[src/design/prc_defs.svh]
// Constants for the post-program RAM check
// Assumes inclusion by bare name from design files
`ifndef PRC_DEFS_SVH
`define PRC_DEFS_SVH
`define PRC_ADDR_W     6
`define PRC_DATA_W     8
`define PRC_DEPTH      64
`define PRC_NUM_CHECKS 2'h3
`define PRC_BASE_ADDR  6'h00
`define PRC_PATTERN0   8'ha5
`define PRC_PATTERN1   8'h5a
`define PRC_PATTERN2   8'hc3
`define PRC_FLASH_RESET 4'h8
`endif

[src/design/prc_pkg.sv]
// Types for the post-program RAM check
// Assumes prc_defs.svh is compiled alongside
package prc_pkg;
  typedef enum logic [2:0] {
    PRC_WRITE,
    PRC_READ,
    PRC_WAIT,
    PRC_COMPARE,
    PRC_FAIL,
    PRC_DONE
  } prc_state_t;
endpackage

[src/design/prc_ram.sv]
// Two-port block RAM, one write port, one enabled read port
// Assumes a single clock and registered read data
`timescale 1ns/10ps
`include "prc_defs.svh"
module prc_ram #(
  parameter int ADDR_W = `PRC_ADDR_W,
  parameter int DATA_W = `PRC_DATA_W,
  parameter int DEPTH  = `PRC_DEPTH
) (
  input  wire logic              clk_sys,
  input  wire logic              ce,
  input  wire logic              access_refused,
  input  wire logic              write_enable,
  input  wire logic [ADDR_W-1:0] write_port_address,
  input  wire logic [DATA_W-1:0] write_port_word,
  input  wire logic              read_enable,
  input  wire logic [ADDR_W-1:0] read_port_address,
  output logic      [DATA_W-1:0] read_word
);
  logic [DATA_W-1:0] mem [DEPTH];

  always_ff @(posedge clk_sys) begin
    // Refused accesses drop writes and return zero on reads
    if (ce && write_enable && !access_refused) begin
      mem[write_port_address] <= write_port_word;
    end
    if (ce && read_enable) begin
      read_word <= access_refused ? '0 : mem[read_port_address];
    end
  end
endmodule

[src/design/prc_check.sv]
// Post-program RAM check state machine
// Assumes rst comes from the controller's power-on reset; flash pins pass through one register
`timescale 1ns/10ps
`include "prc_defs.svh"
// Summary of operation
// - After reset, write pattern to three addresses
// - Read back same three addresses, compare each
// - Mismatch asserts active-low tamper reset request
// - All match: do nothing, request stays high
// - Power-on reset starts the check sequence
// - RAM is 64 by 8, read enable
// - Refused RAM access is detected, forcing reset
// - Fabric halted during program or verify
// - Flash port pins stay usable while frozen
module prc_check #(
  parameter int ADDR_W = `PRC_ADDR_W,
  parameter int DATA_W = `PRC_DATA_W
) (
  input  wire logic clk_sys,
  input  wire logic rst,
  input  wire logic ce,
  input  wire logic flash_clk_in,
  input  wire logic flash_data_in,
  input  wire logic flash_data_out_in,
  input  wire logic flash_select0_in,
  input  wire logic ram_access_refused,
  output logic      flash_clk,
  output logic      flash_data_to_flash,
  output logic      flash_data_from_flash,
  output logic      flash_select0,
  output logic      checker_reset_n,
  output logic      check_done,
  output logic      check_failed
);
  prc_pkg::prc_state_t state;
  prc_pkg::prc_state_t next_state;
  logic [1:0]          index;
  logic [1:0]          next_index;
  logic                next_checker_reset_n;
  logic                next_done;
  logic                next_failed;
  logic                write_enable;
  logic                read_enable;
  logic [ADDR_W-1:0]   addr;
  logic [DATA_W-1:0]   read_word;
  logic [3:0]          flash_in_bus;
  logic [3:0]          flash_q;
  logic [3:0]          next_flash_q;

  localparam logic [3:0] FLASH_IDLE = `PRC_FLASH_RESET;

  function automatic logic [DATA_W-1:0] pattern_of(input logic [1:0] i);
    unique case (i)
      2'h0:    pattern_of = DATA_W'(`PRC_PATTERN0);
      2'h1:    pattern_of = DATA_W'(`PRC_PATTERN1);
      default: pattern_of = DATA_W'(`PRC_PATTERN2);
    endcase
  endfunction

  // Last address of the check window
  function automatic logic is_last(input logic [1:0] i);
    is_last = (i == `PRC_NUM_CHECKS - 2'h1);
  endfunction

  assign addr         = ADDR_W'(`PRC_BASE_ADDR) + ADDR_W'(index);
  assign write_enable = (state == prc_pkg::PRC_WRITE);
  assign read_enable  = (state == prc_pkg::PRC_READ);

  prc_ram #(
    .ADDR_W (ADDR_W),
    .DATA_W (DATA_W),
    .DEPTH  (`PRC_DEPTH)
  ) u_ram (
    .clk_sys            (clk_sys),
    .ce                 (ce),
    .access_refused     (ram_access_refused),
    .write_enable       (write_enable),
    .write_port_address (addr),
    .write_port_word    (pattern_of(index)),
    .read_enable        (read_enable),
    .read_port_address  (addr),
    .read_word          (read_word)
  );

  // Sequence: write the window, then read and compare each address
  always_comb begin
    next_state = state;
    next_index = index;
    unique case (state)
      prc_pkg::PRC_WRITE: begin
        if (is_last(index)) begin
          next_index = 2'h0;
          next_state = prc_pkg::PRC_READ;
        end else begin
          next_index = index + 2'h1;
        end
      end
      prc_pkg::PRC_READ: begin
        next_state = prc_pkg::PRC_WAIT;
      end
      prc_pkg::PRC_WAIT: begin
        next_state = prc_pkg::PRC_COMPARE;
      end
      prc_pkg::PRC_COMPARE: begin
        if (read_word != pattern_of(index)) begin
          next_state = prc_pkg::PRC_FAIL;
        end else if (is_last(index)) begin
          next_state = prc_pkg::PRC_DONE;
        end else begin
          next_index = index + 2'h1;
          next_state = prc_pkg::PRC_READ;
        end
      end
      prc_pkg::PRC_FAIL: begin
        next_state = prc_pkg::PRC_DONE;
      end
      prc_pkg::PRC_DONE: begin
        next_state = prc_pkg::PRC_DONE;
      end
      default: begin
        next_state = prc_pkg::PRC_DONE;
      end
    endcase
  end

  always_ff @(posedge clk_sys) begin
    if (rst) begin
      state <= prc_pkg::PRC_WRITE;
      index <= 2'h0;
    end else if (ce) begin
      state <= next_state;
      index <= next_index;
    end
  end

  // Status flags; the request only falls, and only rst raises it again
  always_comb begin
    next_checker_reset_n = checker_reset_n;
    next_done            = check_done;
    next_failed          = check_failed;
    if (state == prc_pkg::PRC_FAIL) begin
      next_checker_reset_n = 1'b0;
      next_failed          = 1'b1;
      next_done            = 1'b1;
    end
    if (state == prc_pkg::PRC_DONE) begin
      next_done = 1'b1;
    end
  end

  always_ff @(posedge clk_sys) begin
    if (rst) begin
      checker_reset_n <= 1'b1;
      check_done      <= 1'b0;
      check_failed    <= 1'b0;
    end else if (ce) begin
      checker_reset_n <= next_checker_reset_n;
      check_done      <= next_done;
      check_failed    <= next_failed;
    end
  end

  // Flash pins bypass the enable so they keep running while frozen
  assign flash_in_bus = {flash_select0_in, flash_data_out_in, flash_data_in, flash_clk_in};

  for (genvar p = 0; p < 4; p++) begin : g_flash
    assign next_flash_q[p] = rst ? FLASH_IDLE[p] : flash_in_bus[p];
  end

  always_ff @(posedge clk_sys) begin
    flash_q <= next_flash_q;
  end

  assign flash_clk             = flash_q[0];
  assign flash_data_to_flash   = flash_q[1];
  assign flash_data_from_flash = flash_q[2];
  assign flash_select0         = flash_q[3];
endmodule

[config.mk]
export PLATFORM = sky130hd
export DESIGN_NAME = prc_check
export DESIGN_NICKNAME = d
export VERILOG_FILES = /design/src/design/prc_pkg.sv /design/src/design/prc_ram.sv /design/src/design/prc_check.sv
export VERILOG_INCLUDE_DIRS = /design/src /design/src/design
export SDC_FILE = /design/constraint.sdc
export NUM_CORES = 1
export LEC_CHECK = 0
export BUFFER_PORTS_ARGS = -buffer_cell sky130_fd_sc_hd__buf_2
export CAP_MARGIN = 20
export CORE_UTILIZATION = 34
export CTS_CLUSTER_DIAMETER = 60
export DETAILED_ROUTE_END_ITERATION = 8
export PLACE_DENSITY = 0.49
export REMOVE_ABC_BUFFERS = 1
export SLEW_MARGIN = 20
export SYNTH_ARGS = -nofsm -noshare
export SYNTH_HDL_FRONTEND = slang
export SYNTH_SLANG_ARGS = --single-unit
[constraint.sdc]
create_clock -name clk_sys -period 2.7 [get_ports clk_sys]
set_input_delay 0 -clock clk_sys [delete_from_list [all_inputs] [get_ports clk_sys]]
set_output_delay 0 -clock clk_sys [all_outputs]
set_load 0.01 [all_outputs]
# Word-level counts from Yosys, hierarchy flattened
# Memory sizes are Yosys's and may differ from the RTL's. A register that Yosys moved wholly into a read port is not among the register bits.
# Index checks and enable logic that the tools add are counted.
dict set report totals {
  regBits 12
  ram_bits 512
  input_bits 8
  out_inout_bits 7
  wordCells 45
  n_memories 1
}
dict set report op_classes {
  addsub 1
  eq_ne 11
  n_mux 14
  reduce_logical 12
}
# memory depth width read_ports rd_ports_with_merged_regs write_ports line
set memory_table {}
lappend memory_table {u_ram.mem 64 8 1 1 1 prc_ram.sv:20} ;# logic [DATA_W-1:0] mem [DEPTH];
# operator n
set op_table {}
lappend op_table {{$pmux W8 S2} 1}
lappend op_table {{$pmux W3 S4} 1}
lappend op_table {{$mux W3} 3}
lappend op_table {{$mux W8} 1}
lappend op_table {{$ne A8 B8 Y1} 1}
lappend op_table {{$eq A3 B2 Y1 const B} 2}
lappend op_table {{$eq A3 B3 Y1 const B} 2}
lappend op_table {{$mux W2} 3}
lappend op_table {{$ne A2 B2 Y1 const B} 3}
lappend op_table {{$reduce_and A2 Y1} 3}
lappend op_table {{$mux W1} 4}
lappend op_table {{$pmux W2 S2} 1}
lappend op_table {{$reduce_and A4 Y1} 1}
lappend op_table {{$reduce_bool A2 Y1} 2}
lappend op_table {{$eq A3 B1 Y1 const B} 1}
lappend op_table {{$logic_and A1 B1 Y1} 3}
lappend op_table {{$logic_not A3 Y1} 1}
lappend op_table {{$add A2 B1 Y2 const B} 1}
lappend op_table {{$eq A2 B1 Y1 const B} 1}
lappend op_table {{$eq A2 B2 Y1 const B} 1}
lappend op_table {{$logic_not A2 Y1} 1}
lappend op_table {{$logic_not A1 Y1} 1}

# Longest topological paths before layout
# Gate-level depths: netlist of the first run.
dict set report logic_depth {
  ltp_word 6
  ltp_mapped 6
  mapped_depth_nobuf 5
}

# Modules after synthesis
# From an unflattened synthesis of the first run, not the netlist that was laid out.
dict set report hier_totals {
  hier_cells 1031
  hier_area_um2 20908.8
}
# module n_inst cells_per_inst area_each_um2 seq_area_each_um2
set by_module_without_submodules {}
lappend by_module_without_submodules {prc_ram 1 955 20261.9 15615.0}
lappend by_module_without_submodules {prc_check 1 76 646.9 240.2}

# Worst setup path after synthesis of the first run
# Ideal clock, no wire load.
dict set report synth_timing {
  path_kind {reg2reg}
  startpoint {reg state[0]}
  endpoint {mem u_ram.mem[2][0] in the netlist's numbering (enable)}
  setup_ns 0.361
  t_arrival_ns 1.337
  required_time_ns 2.339
  slack_ns 1.002
  path_stages_with_launch 4
  path_buffers 1
  period_less_slack_ns 1.698
  cell_sequence {dfxtp_1 -> buf_6 -> or4_1 -> nor3_1}
}
dict set report synth_between {
  elab_chain_len 5
}
# element line
set synth_lines {}
lappend synth_lines {{from (decl)} prc_check.sv:35} ;# prc_pkg::prc_state_t state;
lappend synth_lines {{from (signal assigned)} prc_check.sv:128} ;# state <= prc_pkg::PRC_WRITE;
lappend synth_lines {{from (signal assigned)} prc_check.sv:131} ;# state <= next_state;
lappend synth_lines {{$logic_not A3 Y1} prc_check.sv:66} ;# assign write_enable = (state == prc_pkg::PRC_WRITE);
lappend synth_lines {{$logic_and A1 B1 Y1 (2 in series)} prc_ram.sv:24} ;# if (ce && write_enable && !access_refused) begin
lappend synth_lines {{$mux W1} prc_ram.sv:24}
lappend synth_lines {{$mux W1 (not written as such)} prc_ram.sv:25} ;# mem[write_port_address] <= write_port_word;
lappend synth_lines {{to (decl)} prc_ram.sv:20}
# No other way between the ends.

# Final worst setup path of the first run
dict set report layout_timing {
  startpoint {reg state[1]}
  endpoint {mem u_ram.mem[2][4] in the netlist's numbering (enable)}
}
# Same word-level chain as after synthesis.

==> metrics, run 1 <==
Synth Area in Simple Gates 0.181; Yosys reg bits 32; crit path DAT 1820 ps; cell taking the most area after synthesis edfxtp_1; Final Setup Violations 0; CP max stage delay 510 ps; max-cap viol count 0; syn_area_per_cell 12.6 um^2; area share of the largest cell type after synthesis 0.448; min Tclk post-route 1900 ps; grt ovf 0; most common library cell in the layout ignoring fill and taps edfxtp_1; class of the tightest hold or removal check in -> reg; Synth Area in XOR/XNOR 0; # DRC 0; ratio of cells with drive above 1 in the final layout 0.203; adder-cell share of the synthesized area 0; Finished Layout Cells 176; Post-CTS Resized 0; clock latency on the worst-skew pair 290 ps; maximum vdd drop 280 uV; DR vias/cell 5.00; clk slew on worst S/H paths 60 ps; top cells by area, synth edfxtp_1 (45%), dfxtp_1 (18%), mux4_2 (6.7%); Synth Area in Compound Gates 0.0747; initial antenna violation count 0; via count 880; largest family of logic cells by synthesized area simple AND/OR/NAND/NOR gates; cell chain of the critical path nand2b_1 > or4_1 > nor3_1; Num Clock Sinks 32; worst reg-to-reg setup slack 800 ps; Fin. Hold Viols 0; global-route wire length before repair 3990 um; Synthesis Warnings 0; most frequent cells in the layout edfxtp_1 (20), buf_2 (14), dfxtp_1 (12), nor2b_1 (11); dpl ws 795 ps; slew at the pin closest to its max-slew limit 613 ps; RSZ-0062 raised after global routing false; total track usage 0.138; core area 3720 um^2; largest net degree at the start of global routing 14; mux cell area share after synthesis 0.0822; Post-DP Area 1450 um^2; PnR worst setup slack 801 ps; Slew HR 0.588; slowest stage cell on the critical path nor3_1; nets@finish 135; Pleak 0.577 nW; CTS tree yes; per-cell routed wire length 13.8 um; die area 4200 um^2; post-DP HPWL 1650 um; Setup crit end kind flop; Unique masters post-synth 31; H-Tree Depth 2; Setup TNS 0 ps; Post-Syn Instances 106; TritonRoute pass-1 iters 4; Worst Clk Skew 7.86 ps; Slew Limit Fails 0; final instance area 1570 um^2; fmax 526 MHz; num rows 22; Worst setup SP type flop; io pins 15; Setup Fix Bufs, Post-CTS 0; Starting DRT DRC Count 64; Initial Util 0.361; Final period util 0.703; Worst Path Class, Setup reg -> reg; ANT cells 0; Root Driver clkbuf_8; Post-Route WL 2430 um; status completed; vias in the first global route 810; DIE HEIGHT 64.8 um; CTS Hold Bufs 4; CP required 2620 ps; worst-case clock buffer depth 2; PortBufs 14; area grow syn2layout 16.9%; Synth Cell Area 1340 um^2; DRT antenna net count 0; sequential-to-total area share from yosys stat 0.627; GPL Wtd Cong 0.752; placed insts 164; Die Wd 64.8 um; TritonCTS Buffers 5; power per cell area 711 nW/um^2; crit-path max FO 8
==> worst max-delay path, delay by kind of cell, from the launching register on <==
family / cells / cell delay, ps
DFF: 1 / 370
and+or+nand+nor: 3 / 1160
==> logic make-up after synthesis <==
family / Yosys count
AO/OA/AOI/OAI: 16
AND/OR/NAND/NOR: 42
flip-flops: 32
buffers and inverters: 10
multiplexers: 6
==> per-layer routing <==
metal  up-vias  wire length (um)  track usage
li1        429                 -            -
met1       415              1090        0.169
met2        29              1130        0.201
met3         7               150       0.0546
met4         0                58       0.0861
met5         -                 0            0
==> sequential cells by signal, indices dropped and copies added, names as in the netlist <==
name / count
u_ram.mem: 16
flash_q: 4
u_ram.read_word: 4
state: 3
index: 2
check_done: 1
check_failed: 1
checker_reset_n: 1
==> synthesized netlist by cell type, drive strengths merged <==
library cell  instances
a211oi                2
buf                   2
mux2i                 2
dfxtp                12
or2                   2
a21oi                 7
or4                   1
o21ai                 3
nor3                  2
nand2b                1
nor4                  1
nand2                 5
mux4                  4
nor3b                 2
clkbuf                2
and3                  3
nor2b                11
or3                   3
or4b                  1
inv                   6
a21o                  2
nand3                 2
a22o                  1
o31ai                 1
nor2                  7
and3b                 1
edfxtp               20
==> layout make-up <==
class	count	area, um^2
sequential	32	841
multi-input combinational	64	453
clock inverter	1	3.75
tap	48	60.1
timing repair buffer	18	110
clock buffer	7	76.3
fill	357	2150
inverter	6	22.5
==> report_power, final <==
part | internal (mW) | total [mW] | switching [mW] | leakage (nW)
clock network | 0.179 | 0.347 | 0.168 | 0.0399
logic | 0.0802 | 0.161 | 0.0809 | 0.258
registers | 0.570 | 0.606 | 0.0359 | 0.279
==> final timing paths <==
path                              startpoint              end  cells after the start
worst max-delay path                state[1]  u_ram.mem[2][4]                      3
worst min-delay path                     rst       check_done                      2
worst max register to register      state[1]  u_ram.mem[2][4]                      3
worst min register to register  check_failed     check_failed                      2
==> metrics by stage <==
step,hold WS (ps),power (mW),util
after floorplan,69.1,0.727,-
after global placement,184,0.774,0.389
after detailed placement,189,0.775,0.389
after CTS,43.5,1.13,0.422
after global routing,63.9,1.17,0.422
final,46.1,1.11,0.422
Power figures use the tool's default switching activity.
==> run 2, diff against run 1 <==
clock period = 1.9 ns   (was 2.7 ns; I/O delays follow)
==> run 2 against run 1 <==
Net effect: sequential power rose by 40%; sequential share of layout area fell by 2.2 points; clock-buffer cell count is 1 lower; cell area increased by 4.2%; combinational power is 65% higher; highest routed layer unchanged.
==> metrics, run 2 (synthesis results as in run 1) <==
Worst Clk Skew 5.63 ps (was 7.86 ps); Final Setup Violations 0 (unchanged); PortBufs 14 (unchanged); clk slew on worst S/H paths 70 ps (was 60 ps); ratio of cells with drive above 1 in the final layout 0.242 (was 0.203); Num Clock Sinks 32 (unchanged); die area 4200 um^2 (unchanged); Post-Route WL 2500 um (was 2430 um); core area 3720 um^2 (unchanged); area grow syn2layout 21.8% (was 16.9%); Post-DP Area 1480 um^2 (was 1450 um^2); Post-CTS Resized 0 (unchanged); crit path DAT 1640 ps (was 1820 ps); TritonCTS Buffers 5 (unchanged); grt ovf 0 (unchanged); Worst setup SP type flop (unchanged); slew at the pin closest to its max-slew limit 429 ps (was 613 ps); crit-path max FO 8 (unchanged); initial antenna violation count 0 (unchanged); Starting DRT DRC Count 39 (was 64); power per cell area 1090 nW/um^2 (was 711 nW/um^2); post-DP HPWL 1780 um (was 1650 um); cell chain of the critical path nand2b_1 > or4_1 > nor2_1 (was nand2b_1 > or4_1 > nor3_1); Largest Register u_ram.mem (unchanged); Gate power share 0.149 (was 0.145); Int Pwr 1.37 mW (was 0.829 mW); class of the tightest hold or removal check in -> reg (unchanged); Fin. Hold Viols 0 (unchanged); Slew HR 0.714 (was 0.588); sw frac 0.233 (was 0.256); num rows 22 (unchanged); PnR worst setup slack 209 ps (was 801 ps); Pleak 0.616 nW (was 0.577 nW); ANT cells 0 (unchanged); most frequent cells in the layout edfxtp_1 (20), buf_2 (14), dfxtp_1 (12), nor2b_1 (11) (unchanged); Clock Power Share 0.375 (was 0.312); CP required 1840 ps (was 2620 ps); Slew Limit Fails 0 (unchanged); top flop regs u_ram.mem x16, flash_q x4, u_ram.read_word x4 (unchanged); Setup TNS 0 ps (unchanged); total track usage 0.139 (was 0.138); H-Tree Depth 2 (unchanged); fmax 591 MHz (was 526 MHz); CP max stage delay 470 ps (was 510 ps); final instance area 1630 um^2 (was 1570 um^2); max reg flops 16 (unchanged); nets@finish 139 (was 135); Pwr Total 1.78 mW (was 1.11 mW); max-cap viol count 0 (unchanged); worst-case clock buffer depth 2 (unchanged); io pins 15 (unchanged); most common library cell in the layout ignoring fill and taps edfxtp_1 (unchanged); per-cell routed wire length 13.9 um (was 13.8 um); DR vias/cell 4.81 (was 5.00); vias in the first global route 895 (was 810); via count 865 (was 880); Die Wd 64.8 um (unchanged); Final period util 0.890 (was 0.703); DIE HEIGHT 64.8 um (unchanged); Setup crit end kind flop (unchanged); maximum vdd drop 419 uV (was 280 uV); P_sw 0.415 mW (was 0.285 mW); global-route wire length before repair 4190 um (was 3990 um); slowest stage cell on the critical path or4_1 (was nor3_1); status completed (unchanged); Sequential Power Share 0.476 (was 0.544); DRT antenna net count 0 (unchanged); min Tclk post-route 1690 ps (was 1900 ps); Initial Util 0.361 (unchanged); # DRC 0 (unchanged); dpl ws 204 ps (was 795 ps); GPL Wtd Cong 0.737 (was 0.752); largest net degree at the start of global routing 13 (was 14); Worst Path Class, Setup reg -> reg (unchanged); worst reg-to-reg setup slack 210 ps (was 800 ps); clock latency on the worst-skew pair 280 ps (was 290 ps); Root Driver clkbuf_8 (unchanged); CTS tree yes (unchanged); RSZ-0062 raised after global routing false (unchanged); TritonRoute pass-1 iters 4 (unchanged)
==> run 2: path summary, 6_finish.rpt <==
kind / to / depth (start not counted) / startpoint
setup / recovery: u_ram.mem[3][0] / 3 / state[1]
hold / removal: state[1] / 2 / rst
setup reg to reg: u_ram.mem[3][0] / 3 / state[1]
hold reg to reg: check_failed / 2 / check_failed
==> run 2: what timing repair did <==
action,in CTS,in global routing
endpoints found under the hold margin,4,0
hold buffers,4,0
buffers inserted,0,0
==> run 2: per-stage QoR <==
| step | utilization | std cells | hold WS [ps] |
|---|---|---|---|
| 6_report | 0.439 | 180 | 43.4 |
| 5_1_grt | 0.439 | 180 | 52.6 |
| 4_1_cts | 0.439 | 180 | 41.5 |
| 3_5_place_dp | 0.397 | 168 | 188 |
| 3_3_place_gp | 0.397 | 168 | 185 |
| 2_1_floorplan | - | 102 | 69.1 |
==> run 2: power by group through the flow <==
stage               Sequential (mW)  Clock (mW)  Combinational (mW)
global placement              0.861           0               0.261
floorplan                     0.863           0               0.169
detailed placement            0.862           0               0.261
finish                        0.847       0.668               0.265
CTS                           0.847       0.682               0.268
global route                  0.853       0.714               0.293
==> run 2: layout make-up <==
type                    instances  area [um^2]
fillers                       352         2080
flip-flops and latches         32          841
multi-input cells              64          453
repair buffers                 22          140
clock buffers                   6         82.6
well taps                      48         60.1
clock inverters                 2         33.8
inverters                       6         22.5
==> run 2: worst max-delay path, delay by kind of cell, from the launching register on <==
kind	cells	cell delay (ps)
and+or+nand+nor	3	980
DFF	1	370
==> run 2: per-layer routing <==
layer	GRT usage	share of wire	up-vias
met5	0	0	-
met4	0.0583	0.013	0
met3	0.0423	0.037	5
met2	0.229	0.46	20
met1	0.167	0.49	402
li1	-	-	438
==> run 3, diff against run 2 <==
CORE_MARGIN = 2   (was default)
==> run 3 against run 2 <==
Net effect: power decreased by 9.5%; core utilization down 0.88 points; critical path depth stayed put; routed wire length shrank 1.8%; combinational power about the same; via count is 0.12% lower; clock-buffer cell count is the same; clock skew rose by 1.4 ps; critical path type unchanged; highest routed layer unchanged.
==> metrics, run 3 (synthesis results as in run 1) <==
io pins 15 (unchanged); largest net degree at the start of global routing 13 (unchanged); H-Tree Depth 2 (unchanged); PortBufs 14 (unchanged); max-cap viol count 0 (unchanged); via count 864 (was 865); max reg flops 16 (unchanged); Reg2Reg Depth 3 (unchanged); Slew HR 0.748 (was 0.714); DRT antenna net count 0 (unchanged); Worst Setup SP state[1] (unchanged); CTS tree yes (unchanged); Largest Register u_ram.mem (unchanged); most frequent cells in the layout edfxtp_1 (20), buf_2 (14), dfxtp_1 (12), nor2b_1 (11) (unchanged); Initial Util 0.361 (unchanged); hold wc startpoint rst (unchanged); Pleak 0.596 nW (was 0.616 nW); grt ovf 0 (unchanged); RSZ-0062 raised after global routing false (unchanged); status completed (unchanged); num rows 22 (unchanged); Worst Path Class, Setup reg -> reg (unchanged); most common library cell in the layout ignoring fill and taps edfxtp_1 (unchanged); Hold Path Depth 2 (unchanged); clk slew on worst S/H paths 60 ps (was 70 ps); ANT cells 0 (unchanged); class of the tightest hold or removal check in -> reg (unchanged); post-DP HPWL 1760 um (was 1780 um); maximum vdd drop 550 uV (was 419 uV); Starting DRT DRC Count 26 (was 39); top flop regs u_ram.mem x16, flash_q x4, u_ram.read_word x4 (unchanged); vias in the first global route 921 (was 895); CP max stage delay 460 ps (was 470 ps); slew at the pin closest to its max-slew limit 377 ps (was 429 ps); Post-Route WL 2450 um (was 2500 um); GPL Wtd Cong 0.794 (was 0.737); clock latency on the worst-skew pair 280 ps (about the same); cell chain of the critical path nand2b_1 > or4_1 > nor2_1 (unchanged); per-cell routed wire length 13.6 um (was 13.9 um); Setup Fix Bufs, Post-CTS 0 (unchanged); # DRC 0 (unchanged); nets@finish 139 (unchanged); CP required 1850 ps (was 1840 ps); Fin. Hold Viols 0 (unchanged); core area 3720 um^2 (unchanged); Die Wd 66.8 um (was 64.8 um); crit path DAT 1610 ps (was 1640 ps); initial antenna violation count 0 (unchanged); filler instances 354 (was 352); worst-case clock buffer depth 2 (unchanged); Worst setup SP type flop (unchanged); DIE HEIGHT 66.8 um (was 64.8 um); Final Setup Violations 0 (unchanged); Worst Clk Skew 7.05 ps (was 5.63 ps); TritonRoute pass-1 iters 5 (was 4); start of the worst register-to-register path state[1] (unchanged); crit-path max FO 8 (unchanged); Post-CTS Resized 0 (unchanged); global-route wire length before repair 4270 um (was 4190 um); total track usage 0.137 (was 0.139); power per cell area 1010 nW/um^2 (was 1090 nW/um^2); TritonCTS Buffers 5 (unchanged); fmax 603 MHz (was 591 MHz); min Tclk post-route 1660 ps (was 1690 ps); Final period util 0.872 (was 0.890); Slew Limit Fails 0 (unchanged); Num Clock Sinks 32 (unchanged); CTS Hold Bufs 4 (unchanged); slowest stage cell on the critical path or4_1 (unchanged); area grow syn2layout 19.4% (was 21.8%); ratio of cells with drive above 1 in the final layout 0.235 (was 0.242); Setup TNS 0 ps (unchanged); Setup crit end kind flop (unchanged); Root Driver clkbuf_8 (unchanged); Final Core Density 0.431 (was 0.439); DR vias/cell 4.80 (was 4.81); WHS 40.6 ps (was 43.4 ps); die area 4460 um^2 (was 4200 um^2)
[run 3: cell type report]
type                    count  area, um^2  area share
inverters                   6        22.5      0.0141
well taps                  48        60.1      0.0375
clock inverters             2        11.3     0.00704
clock buffers               6        72.6      0.0453
multi-input cells          64         453       0.283
flip-flops and latches     32         841       0.525
repair buffers             22         140      0.0876
[run 3: worst max-delay path: cells and delay by family (launching register included)]
kind / cells / cell delay (ps)
flip-flops: 1 / 370
AND/OR/NAND/NOR: 3 / 950
[run 3: stage by stage]
stage	power, mW	instances	setup slack, ps	area, um^2
3_3_place_gp	1.12	168	231	1480
5_1_grt	1.70	180	84.3	1600
4_1_cts	1.63	180	235	1600
2_1_floorplan	1.03	102	244	1320
3_5_place_dp	1.12	168	246	1480
6_report	1.61	180	242	1600
[run 3: per-layer routing]
metal | routed length [um] | part of all wire | global-route usage
met3 | 121 | 0.049 | 0.0557
met5 | 0 | 0 | 0
met2 | 1140 | 0.46 | 0.224
met4 | 32 | 0.013 | 0.0536
met1 | 1160 | 0.47 | 0.161
[run 3: final timing paths]
check        slack, ps         endpoint
min                 40         state[1]
min reg2reg        450     check_failed
max                240  u_ram.mem[3][0]
max reg2reg        240  u_ram.mem[3][0]
[run 3: power by group]
group / switching (mW) / internal (mW)
Clock: 0.248 / 0.253
Combinational: 0.132 / 0.131
Sequential: 0.0372 / 0.810
Total: 0.418 / 1.19
